--- src/include/rtf_pkg.sv ---
// constants and types shared by the trigger action and response framing logic
package rtf_pkg;
  // timing: clock rate, the 10 ms slice used by timeouts and the 10 ms trigger filter hold time
  localparam int CLK_HZ = 40_000_000;
  localparam int SLICE_MS = 10;
  localparam int SLICE_CYCLES = CLK_HZ / 1000 * SLICE_MS;
  localparam int TRIG_HOLD_MS = 10;
  localparam int TRIG_HOLD_CYCLES = CLK_HZ / 1000 * TRIG_HOLD_MS;
  localparam int BUF_DEPTH = 2;

  // timeout settings, in slices
  localparam logic [7:0] TMO_DEFAULT = 8'h05;
  localparam logic [9:0] TMO_MIN = 10'h005;
  localparam logic [9:0] TMO_MAX = 10'h0ff;
  localparam logic [7:0] INVENTORY_TMO_MIN = 8'h0d;

  // trigger action codes
  localparam logic [2:0] ACT_NONE = 3'h0;
  localparam logic [2:0] ACT_READ = 3'h1;
  localparam logic [2:0] ACT_INV = 3'h2;
  localparam logic [2:0] ACT_READ_BOTH = 3'h3;
  localparam logic [2:0] ACT_INV_BOTH = 3'h4;
  localparam logic [2:0] ACT_READ_HOLD = 3'h5;
  localparam logic [2:0] ACT_INV_HOLD = 3'h6;
  localparam logic [2:0] FIRST_ACT_MAX = 3'h6;
  localparam logic [2:0] SECOND_ACT_MAX = 3'h4;
  localparam logic [1:0] ANT_ONE = 2'h1;
  localparam logic [1:0] ANT_TWO = 2'h2;
  localparam logic [1:0] ANTSEL_TRIG_SWITCHED = 2'h1;

  // characters
  localparam logic [7:0] CH_NUL = 8'h00;
  localparam logic [7:0] CH_CR = 8'h0d;
  localparam logic [7:0] CH_ZERO = 8'h30;
  localparam logic [7:0] CH_NINE = 8'h39;
  localparam logic [7:0] CH_C = 8'h43;
  localparam logic [7:0] CH_R = 8'h52;
  localparam logic [47:0] DISP_PREAMBLE = 48'h0d0a02060d0a;
  localparam logic [2:0] DISP_PREAMBLE_LEN = 3'h6;

  // error texts, right aligned
  localparam logic [55:0] TXT_NO_TAG = "NO TAG";
  localparam logic [55:0] TXT_NO_ANT = "NO ANT";
  localparam logic [55:0] TXT_COLL = "COLL";
  localparam logic [55:0] TXT_MISREAD = "MISREAD";

  // iso flag byte codes
  localparam logic [7:0] ISO_OK = 8'h00;
  localparam logic [7:0] ISO_UNSUP_CMD = 8'h01;
  localparam logic [7:0] ISO_UNREC_CMD = 8'h02;
  localparam logic [7:0] ISO_UNSUP_OPT = 8'h03;
  localparam logic [7:0] ISO_UNSPEC = 8'h0f;
  localparam logic [7:0] ISO_NO_BLOCK = 8'h10;
  localparam logic [7:0] ISO_ALREADY_LOCKED = 8'h11;
  localparam logic [7:0] ISO_LOCKED = 8'h12;
  localparam logic [7:0] ISO_PROG_FAIL = 8'h13;
  localparam logic [7:0] ISO_LOCK_FAIL = 8'h14;

  typedef enum logic [1:0] {MSG_DATA = 2'h0, MSG_ERROR = 2'h1, MSG_DISPLAY = 2'h2} rtf_msg_t;
  typedef enum logic [1:0] {
    ERR_NO_TAG = 2'h0, ERR_NO_ANT = 2'h1, ERR_COLL = 2'h2, ERR_MISREAD = 2'h3
  } rtf_err_t;
  typedef enum logic [2:0] {
    CFG_TRIG1 = 3'h0, CFG_TRIG2 = 3'h1, CFG_WAIT1 = 3'h2,
    CFG_WAIT2 = 3'h3, CFG_PREFIX = 3'h4, CFG_SUFFIX = 3'h5
  } rtf_cfg_t;
endpackage

--- src/rtl/rtf_framer.sv ---
// trigger action selection, action timeouts and serial response framing
`timescale 1ns/1ps
`default_nettype none
module rtf_framer
  import rtf_pkg::*;
#(
  parameter int TRIG_HOLD = TRIG_HOLD_CYCLES,
  parameter int SLICE = SLICE_CYCLES
) (
  input wire logic mclk,
  input wire logic reset,
  input wire logic trig1_pin,
  input wire logic trig2_pin,
  input wire logic setup_mode,
  input wire logic [1:0] antenna_selection,
  input wire logic cfg_wr,
  input wire rtf_pkg::rtf_cfg_t cfg_sel,
  input wire logic [1:0] cfg_len,
  input wire logic [7:0] cfg_char0,
  input wire logic [7:0] cfg_char1,
  input wire logic [7:0] cfg_char2,
  output logic cfg_reject,
  output logic [2:0] first_trigger_action,
  output logic [2:0] second_trigger_action,
  output logic [7:0] first_trigger_timeout,
  output logic [7:0] second_trigger_timeout,
  output logic [7:0] response_prefix_byte,
  output logic [7:0] response_suffix_byte,
  output logic serial_tag_lockout,
  output logic [1:0] active_antenna,
  output logic op_start,
  output logic op_abort,
  output logic op_inventory,
  output logic [1:0] op_antenna,
  output logic op_both,
  output logic action_timeout,
  input wire logic op_done,
  input wire logic op_ok,
  input wire logic msg_start,
  input wire rtf_pkg::rtf_msg_t msg_kind,
  input wire rtf_pkg::rtf_err_t msg_err,
  input wire logic [7:0] msg_flags,
  input wire logic [1:0] msg_antenna,
  input wire logic din_valid,
  input wire logic [7:0] din_byte,
  input wire logic din_last,
  output logic din_ready,
  output logic msg_busy,
  output logic tx_valid,
  input wire logic tx_ready,
  output logic [7:0] tx_byte
);
  import rtf_pkg::*;

  localparam int HW = $clog2(TRIG_HOLD + 1);
  localparam int SW = $clog2(SLICE + 1);
  localparam logic [HW-1:0] HOLD_LAST = HW'(TRIG_HOLD - 1);
  localparam logic [SW-1:0] SLICE_LAST = SW'(SLICE - 1);

  typedef enum logic [1:0] {A_IDLE = 2'b01, A_RUN = 2'b10} rtf_act_t;
  typedef enum logic [6:0] {
    S_IDLE = 7'b0000001, S_HDR = 7'b0000010, S_ANT = 7'b0000100, S_FLAG = 7'b0001000,
    S_PRE = 7'b0010000, S_BODY = 7'b0100000, S_TRL = 7'b1000000
  } rtf_stage_t;

  function automatic logic is_digit(input logic [7:0] c);
    return (c >= CH_ZERO) && (c <= CH_NINE);
  endfunction

  function automatic logic [9:0] dec_val(input logic [7:0] c);
    return {6'h00, c[3:0]};
  endfunction

  function automatic logic [3:0] err_len(input rtf_err_t e);
    case (e)
      ERR_COLL: return 4'h4;
      ERR_MISREAD: return 4'h7;
      default: return 4'h6;
    endcase
  endfunction

  function automatic logic [7:0] err_char(input rtf_err_t e, input logic [3:0] i);
    logic [55:0] t;
    logic [3:0] pos;
    case (e)
      ERR_NO_TAG: t = TXT_NO_TAG;
      ERR_NO_ANT: t = TXT_NO_ANT;
      ERR_COLL: t = TXT_COLL;
      default: t = TXT_MISREAD;
    endcase
    pos = err_len(e) - 4'h1 - i;
    return t[8*pos +: 8];
  endfunction

  // reserved flag codes are folded into the unspecified error
  function automatic logic [7:0] iso_norm(input logic [7:0] f);
    case (f)
      ISO_OK, ISO_UNSUP_CMD, ISO_UNREC_CMD, ISO_UNSUP_OPT, ISO_UNSPEC, ISO_NO_BLOCK,
      ISO_ALREADY_LOCKED, ISO_LOCKED, ISO_PROG_FAIL, ISO_LOCK_FAIL: return f;
      default: return ISO_UNSPEC;
    endcase
  endfunction

  function automatic rtf_stage_t stage_after(input logic [6:0] cur, input logic [6:0] en);
    logic [6:0] r;
    logic hit;
    r = S_IDLE;
    hit = 1'b0;
    for (int i = 1; i < 7; i++) begin
      if (!hit && en[i] && ((7'h01 << i) > cur)) begin
        r = 7'h01 << i;
        hit = 1'b1;
      end
    end
    return rtf_stage_t'(r);
  endfunction

  ////////////////////////////////////////////////////////////////////////////////
  // configuration decode
  logic [9:0] wait_val;
  logic wait_ok;
  logic [7:0] byte_val;
  logic byte_ok;

  assign wait_val = dec_val(cfg_char0) * 10'd100 + dec_val(cfg_char1) * 10'd10
    + dec_val(cfg_char2);
  assign wait_ok = cfg_len == 2'h3 && is_digit(cfg_char0) && is_digit(cfg_char1)
    && is_digit(cfg_char2) && wait_val >= TMO_MIN && wait_val <= TMO_MAX;

  always_comb begin
    byte_ok = 1'b1;
    byte_val = cfg_char0;
    if (cfg_len == 2'h2 && cfg_char0 == CH_C && cfg_char1 == CH_R) begin
      byte_val = CH_CR;
    end else if (cfg_len == 2'h2 && cfg_char0 == CH_ZERO && cfg_char1 == CH_ZERO) begin
      byte_val = CH_NUL;
    end else if (cfg_len != 2'h1) begin
      byte_ok = 1'b0;
    end
  end

  always_ff @(posedge mclk) begin
    if (reset) begin
      first_trigger_action <= ACT_NONE;
      second_trigger_action <= ACT_NONE;
      first_trigger_timeout <= TMO_DEFAULT;
      second_trigger_timeout <= TMO_DEFAULT;
      response_prefix_byte <= CH_NUL;
      response_suffix_byte <= CH_NUL;
      cfg_reject <= 1'b0;
    end else begin
      cfg_reject <= 1'b0;
      if (cfg_wr) begin
        case (cfg_sel)
          CFG_TRIG1: if (cfg_len == 2'h1 && is_digit(cfg_char0)
              && cfg_char0[3:0] <= {1'b0, FIRST_ACT_MAX}) first_trigger_action <= cfg_char0[2:0];
            else cfg_reject <= 1'b1;
          CFG_TRIG2: if (cfg_len == 2'h1 && is_digit(cfg_char0)
              && cfg_char0[3:0] <= {1'b0, SECOND_ACT_MAX}) second_trigger_action <= cfg_char0[2:0];
            else cfg_reject <= 1'b1;
          CFG_WAIT1: if (wait_ok) first_trigger_timeout <= wait_val[7:0];
            else cfg_reject <= 1'b1;
          CFG_WAIT2: if (wait_ok) second_trigger_timeout <= wait_val[7:0];
            else cfg_reject <= 1'b1;
          CFG_PREFIX: if (byte_ok) response_prefix_byte <= byte_val;
            else cfg_reject <= 1'b1;
          CFG_SUFFIX: if (byte_ok) response_suffix_byte <= byte_val;
            else cfg_reject <= 1'b1;
          default: cfg_reject <= 1'b1;
        endcase
      end
    end
  end

  always_ff @(posedge mclk) begin
    if (reset) begin
      serial_tag_lockout <= 1'b0;
    end else begin
      serial_tag_lockout <= first_trigger_action != ACT_NONE
        || second_trigger_action != ACT_NONE;
    end
  end

  ////////////////////////////////////////////////////////////////////////////////
  // trigger inputs: synchronise, then accept only a level held for the full hold time
  logic [1:0] trig_meta;
  logic [1:0] trig_sync;
  logic [1:0] trig_filt;
  logic [1:0] trig_rise;
  logic [HW-1:0] hold_cnt [2];

  always_ff @(posedge mclk) begin
    if (reset) begin
      trig_meta <= 2'h0;
      trig_sync <= 2'h0;
    end else begin
      trig_meta <= {trig2_pin, trig1_pin};
      trig_sync <= trig_meta;
    end
  end

  always_ff @(posedge mclk) begin
    if (reset) begin
      trig_filt <= 2'h0;
      trig_rise <= 2'h0;
      hold_cnt <= '{default: '0};
    end else begin
      for (int i = 0; i < 2; i++) begin
        trig_rise[i] <= 1'b0;
        if (trig_sync[i] == trig_filt[i]) begin
          hold_cnt[i] <= '0;
        end else if (hold_cnt[i] == HOLD_LAST) begin
          hold_cnt[i] <= '0;
          trig_filt[i] <= trig_sync[i];
          trig_rise[i] <= trig_sync[i];
        end else begin
          hold_cnt[i] <= hold_cnt[i] + 1'b1;
        end
      end
    end
  end

  always_ff @(posedge mclk) begin
    if (reset) begin
      active_antenna <= ANT_ONE;
    end else if (antenna_selection == ANTSEL_TRIG_SWITCHED) begin
      if (trig_rise[0]) active_antenna <= ANT_ONE;
      else if (trig_rise[1]) active_antenna <= ANT_TWO;
    end
  end

  ////////////////////////////////////////////////////////////////////////////////
  // trigger actions and their timeouts
  rtf_act_t a_state;
  logic run_second;
  logic [2:0] run_code;
  logic [SW-1:0] slice_cnt;
  logic [7:0] slice_num;
  logic hold_mode;
  logic slice_end;

  assign hold_mode = !run_second && (run_code == ACT_READ_HOLD || run_code == ACT_INV_HOLD);
  assign slice_end = slice_cnt == SLICE_LAST;

  always_ff @(posedge mclk) begin
    if (reset) begin
      a_state <= A_IDLE;
      run_second <= 1'b0;
      run_code <= ACT_NONE;
      slice_cnt <= '0;
      slice_num <= 8'h00;
      op_start <= 1'b0;
      op_abort <= 1'b0;
      op_inventory <= 1'b0;
      op_antenna <= ANT_ONE;
      op_both <= 1'b0;
      action_timeout <= 1'b0;
    end else begin
      op_start <= 1'b0;
      op_abort <= 1'b0;
      action_timeout <= 1'b0;
      slice_cnt <= slice_end ? '0 : slice_cnt + 1'b1;
      case (a_state)
        A_IDLE: begin
          slice_cnt <= '0;
          slice_num <= 8'h00;
          if (trig_rise[0] && first_trigger_action != ACT_NONE) begin
            a_state <= A_RUN;
            run_second <= 1'b0;
            run_code <= first_trigger_action;
            op_start <= 1'b1;
            op_antenna <= ANT_ONE;
            op_inventory <= !first_trigger_action[0];
            op_both <= first_trigger_action >= ACT_READ_BOTH;
          end else if (trig_rise[1] && second_trigger_action != ACT_NONE
              && first_trigger_action != ACT_READ_HOLD
              && first_trigger_action != ACT_INV_HOLD) begin
            a_state <= A_RUN;
            run_second <= 1'b1;
            run_code <= second_trigger_action;
            op_start <= 1'b1;
            op_antenna <= ANT_TWO;
            op_inventory <= !second_trigger_action[0];
            op_both <= second_trigger_action >= ACT_READ_BOTH;
          end
        end
        A_RUN: begin
          if (slice_end) slice_num <= slice_num + 8'h01;
          if (trig_rise[1] && hold_mode) begin
            op_abort <= 1'b1;
            a_state <= A_IDLE;
          end else if (slice_end && slice_num + 8'h01 ==
              (run_second ? second_trigger_timeout : first_trigger_timeout)) begin
            op_abort <= 1'b1;
            action_timeout <= 1'b1;
            a_state <= A_IDLE;
          end else if (op_done) begin
            if (hold_mode && !op_ok) op_start <= 1'b1;
            else a_state <= A_IDLE;
          end
        end
        default: a_state <= A_IDLE;
      endcase
    end
  end

  ////////////////////////////////////////////////////////////////////////////////
  // response framing into the output buffer
  rtf_stage_t state;
  rtf_stage_t next_state;
  logic [6:0] en;
  logic [6:0] en_new;
  rtf_msg_t kind;
  rtf_err_t err;
  logic [7:0] flags;
  logic [1:0] ant;
  logic [3:0] idx;
  logic push;
  logic [7:0] pbyte;
  logic adv;
  logic buf_ready;
  logic stream_body;

  assign stream_body = state == S_BODY && kind != MSG_ERROR;
  assign din_ready = stream_body && buf_ready;
  // setup mode suppresses prefix and suffix outright
  assign en_new = {!setup_mode && response_suffix_byte != CH_NUL, 1'b1,
    msg_kind == MSG_DISPLAY, msg_kind == MSG_DATA,
    msg_kind != MSG_DISPLAY && antenna_selection != 2'h0,
    !setup_mode && response_prefix_byte != CH_NUL, 1'b0};

  always_comb begin
    push = 1'b1;
    pbyte = CH_NUL;
    adv = 1'b0;
    next_state = state;
    case (state)
      S_IDLE: begin
        push = 1'b0;
        if (msg_start) next_state = stage_after(S_IDLE, en_new);
      end
      S_HDR: begin
        pbyte = response_prefix_byte;
        adv = buf_ready;
      end
      S_ANT: begin
        pbyte = CH_ZERO + {6'h00, ant};
        adv = buf_ready;
      end
      S_FLAG: begin
        pbyte = iso_norm(flags);
        adv = buf_ready;
      end
      S_PRE: begin
        pbyte = DISP_PREAMBLE[8*(DISP_PREAMBLE_LEN - 3'h1 - idx[2:0]) +: 8];
        adv = buf_ready && idx == {1'b0, DISP_PREAMBLE_LEN - 3'h1};
      end
      S_BODY: begin
        if (kind == MSG_ERROR) begin
          pbyte = err_char(err, idx);
          adv = buf_ready && idx == err_len(err) - 4'h1;
        end else begin
          push = din_valid;
          pbyte = din_byte;
          adv = buf_ready && din_valid && din_last;
        end
      end
      S_TRL: begin
        pbyte = response_suffix_byte;
        adv = buf_ready;
      end
      default: begin
        push = 1'b0;
        next_state = S_IDLE;
      end
    endcase
    if (adv) next_state = stage_after(state, en);
  end

  always_ff @(posedge mclk) begin
    if (reset) begin
      state <= S_IDLE;
      msg_busy <= 1'b0;
      idx <= 4'h0;
    end else begin
      state <= next_state;
      msg_busy <= next_state != S_IDLE;
      if (adv || state == S_IDLE) idx <= 4'h0;
      else if (push && buf_ready) idx <= idx + 4'h1;
    end
  end

  always_ff @(posedge mclk) begin
    if (reset) begin
      en <= 7'h00;
      kind <= MSG_DATA;
      err <= ERR_NO_TAG;
      flags <= ISO_OK;
      ant <= ANT_ONE;
    end else if (state == S_IDLE && msg_start) begin
      en <= en_new;
      kind <= msg_kind;
      err <= msg_err;
      flags <= msg_flags;
      ant <= msg_antenna;
    end
  end

  rtf_pair_buf #(.W(8), .DEPTH(BUF_DEPTH)) u_buf (
    .mclk(mclk),
    .reset(reset),
    .in_valid(push),
    .in_ready(buf_ready),
    .in_data(pbyte),
    .out_valid(tx_valid),
    .out_ready(tx_ready),
    .out_data(tx_byte)
  );
endmodule
`default_nettype wire

--- src/rtl/rtf_pair_buf.sv ---
// shift-register buffer between the framer and the serial transmitter
`timescale 1ns/1ps
`default_nettype none
module rtf_pair_buf #(
  parameter int W = 8,
  parameter int DEPTH = 2
) (
  input wire logic mclk,
  input wire logic reset,
  input wire logic in_valid,
  output logic in_ready,
  input wire logic [W-1:0] in_data,
  output logic out_valid,
  input wire logic out_ready,
  output logic [W-1:0] out_data
);
  logic [W-1:0] mem [DEPTH];
  logic [W-1:0] next_mem [DEPTH];
  logic [DEPTH-1:0] v;
  logic [DEPTH-1:0] next_v;
  logic push;
  logic pop;
  logic placed;

  // entry 0 is the head, so the outputs come straight from flops
  assign in_ready = !v[DEPTH-1];
  assign out_valid = v[0];
  assign out_data = mem[0];
  assign push = in_valid && in_ready;
  assign pop = v[0] && out_ready;

  always_comb begin
    placed = 1'b0;
    next_v = v;
    next_mem = mem;
    if (pop) begin
      for (int i = 0; i < DEPTH - 1; i++) begin
        next_v[i] = v[i+1];
        next_mem[i] = mem[i+1];
      end
      next_v[DEPTH-1] = 1'b0;
    end
    if (push) begin
      for (int i = 0; i < DEPTH; i++) begin
        if (!placed && !next_v[i]) begin
          next_v[i] = 1'b1;
          next_mem[i] = in_data;
          placed = 1'b1;
        end
      end
    end
  end

  always_ff @(posedge mclk) begin
    if (reset) begin
      v <= '0;
    end else begin
      v <= next_v;
    end
  end

  always_ff @(posedge mclk) begin
    mem <= next_mem;
  end
endmodule
`default_nettype wire

--- config.mk ---
export PLATFORM = sky130hd
export DESIGN_NAME = rtf_framer
export DESIGN_NICKNAME = d
export VERILOG_FILES = /design/src/include/rtf_pkg.sv /design/src/rtl/rtf_framer.sv /design/src/rtl/rtf_pair_buf.sv
export SDC_FILE = /design/constraint.sdc
export NUM_CORES = 1
export LEC_CHECK = 0
export ABC_CLOCK_PERIOD_IN_PS = 5250
export BUFFER_PORTS_ARGS = -buffer_cell sky130_fd_sc_hd__buf_2
export CORE_MARGIN = 2
export CORE_UTILIZATION = 45
export DETAILED_ROUTE_END_ITERATION = 10
export HOLD_SLACK_MARGIN = 0.03
export PLACE_DENSITY = 0.74
export SETUP_SLACK_MARGIN = 0.5
export SKIP_LAST_GASP = 1
export SYNTH_ARGS = -nofsm -noshare
export SYNTH_HDL_FRONTEND = slang
export SYNTH_SLANG_ARGS = --single-unit
--- constraint.sdc ---
create_clock -name mclk -period 5.25 [get_ports mclk]
set_input_delay 0.2625 -clock mclk [delete_from_list [all_inputs] [get_ports mclk]]
set_output_delay 0.2625 -clock mclk [all_outputs]
set_load 0.01 [all_outputs]
======== Word level (Yosys, flattened, before mapping) ========
Index checks and enable logic that the tools add are counted.
word-level totals
  register bits after elaboration ......... 178
  bits of input ports ..................... 65
  output and inout bits ................... 60
  word-level logic and storage cells ...... 346
operators by class
  add/subtract/negate cells ............... 11
  multipliers ............................. 2
  order comparisons ....................... 18
  eq/ne operators ......................... 56
  shifts and indexed selects .............. 2
  mux-type cells .......................... 101
  bitwise operators ....................... 6
  reduce and logical (&&, ||, !) cells .... 111
operator list
  cell                                                                           number
  55-bit case mux with 3 select lines                                            1
  56-bit two-way mux                                                             2
  7-bit two-way mux                                                              12
  8-bit two-way mux                                                              9
  19-bit by 1-bit adder with 19-bit output, second input constant                3
  19-bit == test, second input constant                                          3
  56-bit by 8-bit variable part select with 8-bit output                         1
  1-bit logical AND                                                              51
  1-bit two-way mux                                                              50
  8-bit case mux with 6 select lines                                             1
  48-bit by 33-bit variable part select with 8-bit output, first input constant  1
  8-bit by 5-bit == test with 1-bit output, second input constant                5
  2-bit two-way mux                                                              13
  8-bit by 6-bit >= comparator with 1-bit output, second input constant          3
  8-bit by 6-bit <= comparator with 1-bit output, second input constant          3
  3-bit AND reduction                                                            7
  3-bit OR reduction                                                             6
  1-bit zero test                                                                17
  8-bit by 2-bit == test with 1-bit output, second input constant                2
  8-bit by 6-bit == test with 1-bit output, second input constant                2
  8-bit by 7-bit == test with 1-bit output, second input constant                2
  16-bit two-way mux                                                             1
  8-bit case mux with 2 select lines                                             1
  8-bit nonzero test                                                             2
  63 further kinds                                                               109

======== Longest topological paths before layout ========
Gate-level depths: netlist of run 1.
  word-level depth ........................ 36
  depth in mapped cells ................... 15
  gate-level depth less buffers ........... 15

======== By module ========
A second synthesis of run 1 with hierarchy kept.
unflattened totals
  cells, all modules ...................... 1,147
  area total of the unflattened synthesis .. 9,908.3 um^2
by module, submodules not included
  module        instances  cells an instance  area each (um^2)  seq. area each (um^2)
  rtf_framer    1          1,094              9,118.7           3,183.1
  rtf_pair_buf  1          53                 789.5             440.4

======== Worst setup path before layout of run 1 ========
No wires, ideal clock.
  path type ............................... input to register
  from .................................... input cfg_char0[1]
  to ...................................... register first_trigger_timeout[0]
  library setup time ...................... 0.117 ns
  data arrival time ....................... 3.502 ns
  data required time ...................... 5.133 ns
  slack ................................... 1.631 ns
  stages .................................. 15
  path buffers ............................ 0
  path through ............................ inv_1 ha_1 ha_1 inv_1 fa_1 inv_1 ha_1 ha_1 a211oi_1 nor2_1 nor3_1 o2111ai_1 nor4_4 mux2i_1 nand2b_1
on the way
  word-level cells in the longest chain between the ends .. 8
  elaborated cells on any way between the ends .. 14
  classes of those cells .................. add/sub (2); mul (1); order compare (4); reduce/logical (7)
ends and longest elaborated chain
  item                                                                              RTL line           RTL
  start, declared                                                                   rtf_framer.sv:19   input wire logic [7:0] cfg_char0,
  branches (longest 6 deep; another with 10-bit by 8-bit adder with 10-bit output)  n/a
  1-bit logical AND (*)                                                             rtf_framer.sv:128  && is_digit(cfg_char2) && wait_val >= TMO_MIN && wait_val <= TMO_MAX;
  3-bit AND reduction (no line) (*)                                                 n/a
  end signal, assigned                                                              rtf_framer.sv:161  CFG_WAIT1: if (wait_ok) first_trigger_timeout <= wait_val[7:0];
  end, declared                                                                     rtf_framer.sv:25   output logic [7:0] first_trigger_timeout,
Every way passes the cells marked *.
A chain may end at the register's enable or synchronous reset.

======== Final worst setup path of run 1 ========
  from .................................... input cfg_char0[1]
  to ...................................... register first_trigger_timeout[6]
on the way
  word-level cells in the longest chain between the ends .. 8
  elaborated cells on any way between the ends .. 14
  classes of those cells .................. add/sub (2); mul (1); order compare (4); reduce/logical (7)
ends and longest elaborated chain
  item
  branches (longest 8 deep; another with 10-bit by 8-bit adder with 10-bit output)
Parallel ways; which one is timed is not known.

==> summary.md, run 1 <==
| Metric | Value |
|---|---|
| Final Non-Filler Cells | 1553 |
| Peak Freq | 0.263 GHz |
| Die extent in x | 152 um |
| Multi-input gate area | 5820 sq um |
| Most used cell, CP | ha_1 |
| Syn. warnings | 0 |
| EDFF count, synth | 8 |
| Async S/R FF share, synth | 0 |
| VDD IR max | 243 uV |
| Yosys cell types | 75 |
| Largest delay share family, worst path | adder cells |
| Crit path largest cell delay | 0.71 ns |
| Worst hold slack | 0.0521 ns |
| CP Buf/Inv Count | 4 |
| # DRC | 0 |
| Global-route wire length before repair | 40.0 mm |
| Starting Density | 0.456 |
| H-tree depth | 4 |
| Lkg Pwr | 4.35 nW |
| Crit. End Element | flop |
| Hold/Removal Path Class | input port to flop |
| Syn Std Cell Area | 9890 sq um |
| Vias/cell | 5.61 |
| Power Density | 290 nW/um^2 |
| Rel. slew slack | 0.371 |
| Outcome | finished clean |
| Min Tclk post-route | 3.80 ns |
| Yosys top cell by area | dfxtp_1 |
| Max Slew Vio Count | 0 |
| Layout fillers | 2004 |
| Buffers on Ports | 124 |
| Max Buffers Root-to-Sink | 2 |
| Seq/Total Area, Yosys | 0.366 |
| Cells along the critical path | buf_2, inv_1, ha_1, ha_1, inv_1, fa_1, inv_1, ha_1, ha_1, a211oi_1, nor2_1, nor3_1, o2111ai_1, nor4_4, mux2i_1, nor2_1 |
| Clock slew at reported path FFs | 0.07 ns |
| I/O pins | 125 |
| Crit path DAT | 4.10 ns |
| Routability Congestion | 0.948 |
| CP Class | input port to flop |
| Max Cap Viol | 0 |
| Wire length per cell | 15.8 um |
| Worst-path maximum fanout | 8 |
| Storage cell area | 3620 sq um |
| CTS resizes | 0 |
| Root Driver | clkbuf_16 |
| CTS Sinks | 177 |
| DRT iter0 DRCs | 695 |
| Initial antenna violation count | 0 |
| Placed cells | 1522 |
| Synth Flop Type | dfxtp_1 |
| Total number of vias | 8718 |
| RSZ-0062 raised after global routing | false |
| Final Hold Fails | 0 |
| Detailed-placement wirelength estimate | 18.6 mm |
| Ratio of cells with drive above 1 in the final layout | 0.141 |
| Setup violations, final | 0 |
| Top cells by area, synth | dfxtp_1 (34%), ha_1 (6.8%), nor2_1 (6.0%), a21oi_1 (4.4%), mux2i_1 (4.2%) |
| Vias in the first global route | 8009 |
| Chip height | 152 um |
| Setup Buffers After CTS | 0 |
| Synthesis-stage register bit count | 177 |
| Nets | 1386 |
| Skew final | 0.00960 ns |
| N_diodes | 0 |
| Synth-to-Final Area Change | 13.2% |
| Total congestion overflow | 0 |
| Total CTS buffers | 17 |
| Routed WL | 24.6 mm |
| Die ar. | 23200 sq um |
| Top cell type's share of synthesized area | 0.342 |
| Syn Nets | 1300 |
| Core area | 21700 sq um |
| Std cell rows | 54 |
| CP startpoint kind | input port |
| Routed Antenna Nets | 0 |
| Worst skew pair latency | 0.43 ns |
| Mean post-synth cell area | 8.42 sq um |
| Final Cycle Share | 0.723 |
| Critical-path top delay cell | nor4_4 |
| CTS Hold Bufs | 0 |
| Drt first pass iters | 5 |
| CTS tree | done |
| Sum Neg Setup Slack | 0 ns |
| Worst-margin pin slew | 0.940 ns |
| Critical Path RT | 5.55 ns |
| Largest net degree at the start of global routing | 59 |
| Total Routing Usage GR | 0.208 |
| Post-Synthesis Cells | 1175 |
==> cells in the mapped netlist (all sizes together) (8+ instances only) <==
cell type	count
nand2b	25
nand2	106
nor4	17
a311oi	8
nor3	22
xnor2	37
a22oi	10
nand3	44
inv	47
xor2	38
nand4	17
edfxtp	8
nor2	157
and2	11
buf	19
o21ai	38
nor4b	10
a211oi	11
and3	14
ha	54
o21a	8
or3	10
mux2i	42
dfxtp	169
nor2b	22
clkbuf	39
a21oi	88
==> logic make-up (layout without fill, tap and decap cells) <==
| group | Yosys count | after routing | synth area share |
|---|---|---|---|
| adder cells (fa/ha/maj) | 60 | 60 | 0.0804 |
| flip-flops | 177 | 177 | 0.366 |
| buffers and inverters | 105 | 203 | 0.0459 |
| XOR/XNOR | 75 | 75 | 0.0664 |
| multiplexers | 44 | 44 | 0.0448 |
| AO/OA/AOI/OAI | 219 | 219 | 0.141 |
| AND/OR/NAND/NOR | 495 | 495 | 0.255 |
==> where the power goes <==
group | switching, W | internal [W] | leakage [nW] | total, W
Sequential | 0.0000457 | 0.00140 | 1.46 | 0.00145
Clock | 0.000548 | 0.000756 | 0.296 | 0.00130
Combinational | 0.000291 | 0.000202 | 2.60 | 0.000493
==> area by class of cell <==
cell class / instances / share of cell area
Tap cell: 280 / 0.0313
Multi-Input combinational cell: 893 / 0.519
Clock inverter: 14 / 0.0161
Clock buffer: 17 / 0.0380
Sequential cell: 177 / 0.323
Inverter: 47 / 0.0157
Timing Repair Buffer: 125 / 0.0563
==> stage by stage <==
| stage | instance area, sq um | power (W) | setup WS (ns) | utilization |
|---|---|---|---|---|
| after floorplan | 9890 | 0.00185 | 1.63 | - |
| after global placement | 10600 | 0.00195 | 1.18 | 0.489 |
| after detailed placement | 10600 | 0.00197 | 1.06 | 0.489 |
| after CTS | 11200 | 0.00327 | 1.48 | 0.517 |
| after global routing | 11200 | 0.00338 | 1.16 | 0.517 |
| final | 11200 | 0.00325 | 1.45 | 0.517 |
==> sequential cells by signal, summed over array words and instances (netlist names), 4 cells and up <==
name and count:
u_buf.mem 8, flags 8, response_prefix_byte 8, first_trigger_timeout 8
slice_cnt 19, second_trigger_timeout 8, response_suffix_byte 8, u_buf.out_data 8
hold_cnt 38, idx 4, en 6, slice_num 8
state 7
==> placed cells by master (no fill, tap or decap), drive strengths merged, types with 37 or more instances in the layout <==
master,count
inv,52
buf,125
nor2,157
dfxtp,169
o21ai,38
mux2i,42
xnor2,37
a21oi,88
nand2,106
xor2,38
nand3,44
ha,54
==> worst reg2reg max path: cells and delay by family (launching register included) <==
kind | cells | cell delay, ns
adder cells (fa/ha/maj) | 2 | 0.57
buffers and inverters | 1 | 0.14
flip-flops | 1 | 0.50
AND/OR/NAND/NOR | 4 | 0.97
AO/OA/AOI/OAI | 4 | 1.10
==> path summary, 6_finish.rpt <==
path / from / end / slack (ns) / cells after the start
worst min-delay path: trig2_pin / trig_meta[1] / 0.05 / 2
worst min register to register: flags[6] / flags[6] / 0.46 / 2
worst max-delay path: cfg_char0[1] / first_trigger_timeout[6] / 1.45 / 16
worst max register to register: err[0] / idx[0] / 1.90 / 11
==> routing by layer <==
| layer | wire, um | share of wire | vias to the layer above | GRT usage |
|---|---|---|---|---|
| met5 | 0 | 0 | - | 0 |
| met4 | 475 | 0.019 | 0 | 0.0730 |
| met3 | 1210 | 0.049 | 30 | 0.0319 |
| met2 | 11600 | 0.47 | 238 | 0.342 |
| met1 | 11300 | 0.46 | 4150 | 0.280 |
| li1 | - | - | 4300 | - |
(Power assumes the default switching activity.)
==> run 2: changes to the inputs <==
- ABC_AREA: not set -> 1
- ABC_CLOCK_PERIOD_IN_PS: 5250 -> 3200
- PLACE_DENSITY: 0.74 -> 0.76
- clock period: 5.25 -> 3.2 ns (I/O delays scaled with it)
==> summary.md, run 2 <==
| Metric | Value |
|---|---|
| Setup violations, final | 0 (unchanged) |
| Critical R2R Capture | u_buf.mem[2] |
| EDFF count, synth | 8 (unchanged) |
| Worst-path maximum fanout | 5 (-3) |
| Final Non-Filler Cells | 1908 (+23%) |
| Rel. slew slack | 0.531 (+0.160) |
| Reg2reg start | err[1] |
| Synthesis-stage register bit count | 177 (unchanged) |
| H-tree depth | 4 (unchanged) |
| Min Tclk post-route | 2.82 ns |
| DRT iter0 DRCs | 628 (-9.6%) |
| CP Buf/Inv Count | 6 (+2) |
| Top cells by area, synth | dfxtp_1 (33%), nand2_1 (11%), inv_1 (7.4%), nor2_1 (6.9%), ha_1 (6.6%) |
| Yosys cell types | 55 (-27%) |
| Top flop regs | hold_cnt x38, slice_cnt x19 |
| CTS tree | done |
| Clock slew at reported path FFs | 0.07 ns (about the same) |
| Syn Std Cell Area | 10200 sq um (+3.2%) |
| Chip height | 155 um (+1.6%) |
| Synth Flop Type | dfxtp_1 |
| Mean post-synth cell area | 7.03 sq um (-17%) |
| Power Density | 470 nW/um^2 (+62%) |
| Cells along the critical path | buf_8, clkinvlp_4, ha_4, ha_4, inv_2, fa_1, inv_2, ha_4, ha_4, nand2_4, nor2_2, nand2_1, nand3_1, nand2_1, nand2_1, nor2_2, nand3_2, nor2_4, buf_4, buf_4, nand4_1, nand2_1, nor2_1 |
| Crit. End Element | flop |
| Total Routing Usage GR | 0.225 (+0.0162) |
| RSZ-0062 raised after global routing | true |
| Lkg Pwr | 5.40 nW (+24%) |
| Outcome | finished clean |
| Root Driver | clkbuf_16 |
| Initial antenna violation count | 1 (+1) |
| Vias in the first global route | 9449 (+18%) |
| Final Cycle Share | 0.882 |
| # DRC | 0 (unchanged) |
| Hold/Removal Path Class | input port to flop |
| Routability Congestion | 0.878 (-7.5%) |
| Placed cells | 1845 (+21%) |
| Worst-margin pin slew | 0.701 ns (-0.239 ns) |
| Vias/cell | 5.26 (-6.2%) |
| Largest delay share family, worst path | adder cells |
| Top reg by flops | hold_cnt |
| Routed WL | 27.3 mm (+11%) |
| Top cell type's share of synthesized area | 0.331 (-0.0107) |
| Max Slew Vio Count | 0 (unchanged) |
| Syn Nets | 1579 (+21%) |
| Total congestion overflow | 0 (unchanged) |
| CP startpoint kind | input port |
| Commonest non-fill, non-tap cell in the layout | nand2_1 |
| Core area | 22400 sq um (+3.4%) |
| Nets | 1734 (+25%) |
| Total CTS buffers | 17 (unchanged) |
| Peak Freq | 0.354 GHz |
| Detailed-placement wirelength estimate | 20.1 mm (+8.1%) |
| Layout fillers | 2072 (+3.4%) |
| Critical Path RT | 3.53 ns (-2.02 ns) |
| Worst skew pair latency | 0.44 ns (about the same) |
| Drt first pass iters | 7 (+2) |
| Syn. warnings | 0 (unchanged) |
| Buffers on Ports | 124 (unchanged) |
| Wire length per cell | 14.3 um (-9.7%) |
| CTS Sinks | 177 (unchanged) |
| Critical-path top delay cell | fa_1 |
| Ratio of cells with drive above 1 in the final layout | 0.174 (+0.0332) |
| Global-route wire length before repair | 44.1 mm (+10%) |
| Crit path DAT | 3.16 ns (-0.94 ns) |
| Levels on crit path | 23 (+7) |
| R2r setup slk | 0.69 ns (-1.21 ns) |
| Crit path largest cell delay | 0.51 ns (-0.20 ns) |
| Max Cap Viol | 0 (unchanged) |
| Routed Antenna Nets | 0 (unchanged) |
| Final Hold Fails | 0 (unchanged) |
| Max Buffers Root-to-Sink | 2 (unchanged) |
| Max reg flops | 38 (unchanged) |
| Post-synth top cells | nand2_1 (286), inv_1 (202), nor2_1 (189), dfxtp_1 (169), nand3_1 (96) |
| Largest net degree at the start of global routing | 56 (-5.1%) |
| VDD IR max | 338 uV (+39%) |
| Synth-to-Final Area Change | 20.4% |
| Async S/R FF share, synth | 0 (unchanged) |
| I/O pins | 125 (unchanged) |
| Die ar. | 23900 sq um (+3.2%) |
| Critical Path Source | cfg_char0[1] |
| Most frequent cells in the layout | nand2_1 (280), inv_1 (196), nor2_1 (184) |
| Yosys top cell by area | dfxtp_1 |
| Setup crit end | second_trigger_timeout[4] |
| Seq/Total Area, Yosys | 0.355 (-0.0115) |
| Starting Density | 0.455 (-0.000887) |
| Final Core Density | 0.548 (+0.0317) |
| Die extent in x | 155 um (+1.6%) |
| Total number of vias | 10000 (+15%) |
| Post-Synthesis Cells | 1454 (+24%) |
| Std cell rows | 55 (+1.9%) |
| Skew final | 0.0157 ns (+0.00613 ns) |
| Reg2reg path depth | 9 (-2) |
| CP Class | input port to flop |
| Cell with the most instances after synthesis | nand2_1 |
==> run 2: changes by cell type in the layout (fill, tap and decap cells not counted), moves of 16 or more <==
cell           before  now
nand2b_1           25    0
mux2i_1            42    6
xor2_1             38   15
nand3_1            44   96
nand4_1            17   42
nand2_1           106  280
buf_4               2   29
inv_1              47  196
xnor2_1            37    7
inv_2               0   18
nor2b_1            22    0
dlygate4sd3_1       0   16
nor2_1            157  184
o21ai_0            37   81
==> run 2: cell type report <==
class	instances	area, sq um	share of cell area
well taps	285	357	0.0290
repair buffers	170	1030	0.0836
clock buffers	18	450	0.0366
inverters	216	815	0.0662
clock inverters	14	190	0.0155
flip-flops and latches	177	3620	0.295
diodes	1	2.50	0.000203
multi-input cells	1027	5830	0.474
==> run 2: worst min path at each step <==
stage | startpoint | to | slack [ns] | depth (start not counted)
2_1_floorplan | trig1_pin | trig_meta[0] | 0.27 | 2
6_report | antenna_selection[1] | active_antenna[1] | 0.03 | 4
4_1_cts | antenna_selection[1] | active_antenna[1] | 0.03 | 4
3_3_place_gp | trig2_pin | trig_meta[1] | 0.37 | 3
5_1_grt | din_byte[4] | u_buf.mem[4] | 0.05 | 3
3_5_place_dp | trig2_pin | trig_meta[1] | 0.37 | 3
==> run 2: worst min-delay path: cells and delay by family <==
family / cells / cell delay [ns]
compound gates: 1 / 0.06
simple gates: 2 / 0.13
buf+inv: 1 / 0.09
==> run 2: report_power, final <==
part	switching [W]	total, W	internal (W)	leakage [nW]
Clock	0.000963	0.00226	0.00130	0.305
Sequential	0.0000618	0.00237	0.00230	1.46
Combinational	0.000689	0.00115	0.000462	3.63
Total	0.00171	0.00578	0.00407	5.40
==> run 2: per-layer routing <==
layer  vias up  share of wire  global-route usage
met4         0          0.015              0.0626
met1      4620           0.44               0.275
met3        39          0.057              0.0482
met2       307           0.49               0.399
met5         -              0                   0
li1       5078              -                   -
==> run 2: logic make-up (layout without fill, tap and decap cells) <==
group           count (synthesis)  in the layout  share of synthesized area
mux                             6              6                    0.00588
buf+inv                       252            418                     0.0979
fa+ha+maj                      60             60                     0.0779
other cells                     0              1                          0
xor+xnor                       23             23                     0.0197
compound gates                219            219                      0.119
flops                         177            177                      0.355
simple gates                  717            719                      0.325
==> run 2: repair_timing <==
action                                 4_1_cts  5_1_grt
gates cloned                                 2        0
hold buffers                                16        0
setup endpoints to repair                   16       32
pin swaps                                   13       23
endpoints found under the hold margin       17        0
buffers inserted                             5        7
gates resized for setup                      5       23
==> run 2: metrics by stage <==
step	total power [W]	setup TNS, ns	hold slack, ns	setup WS (ns)	area (sq um)
floorplan	0.00315	0	0.267	0.309	10300
global placement	0.00342	0	0.370	0.00460	11200
detailed placement	0.00344	-1.44	0.369	-0.103	11200
CTS	0.00571	0	0.0318	0.449	12100
global route	0.00603	0	0.0484	0.261	12300
finish	0.00578	0	0.0332	0.379	12300
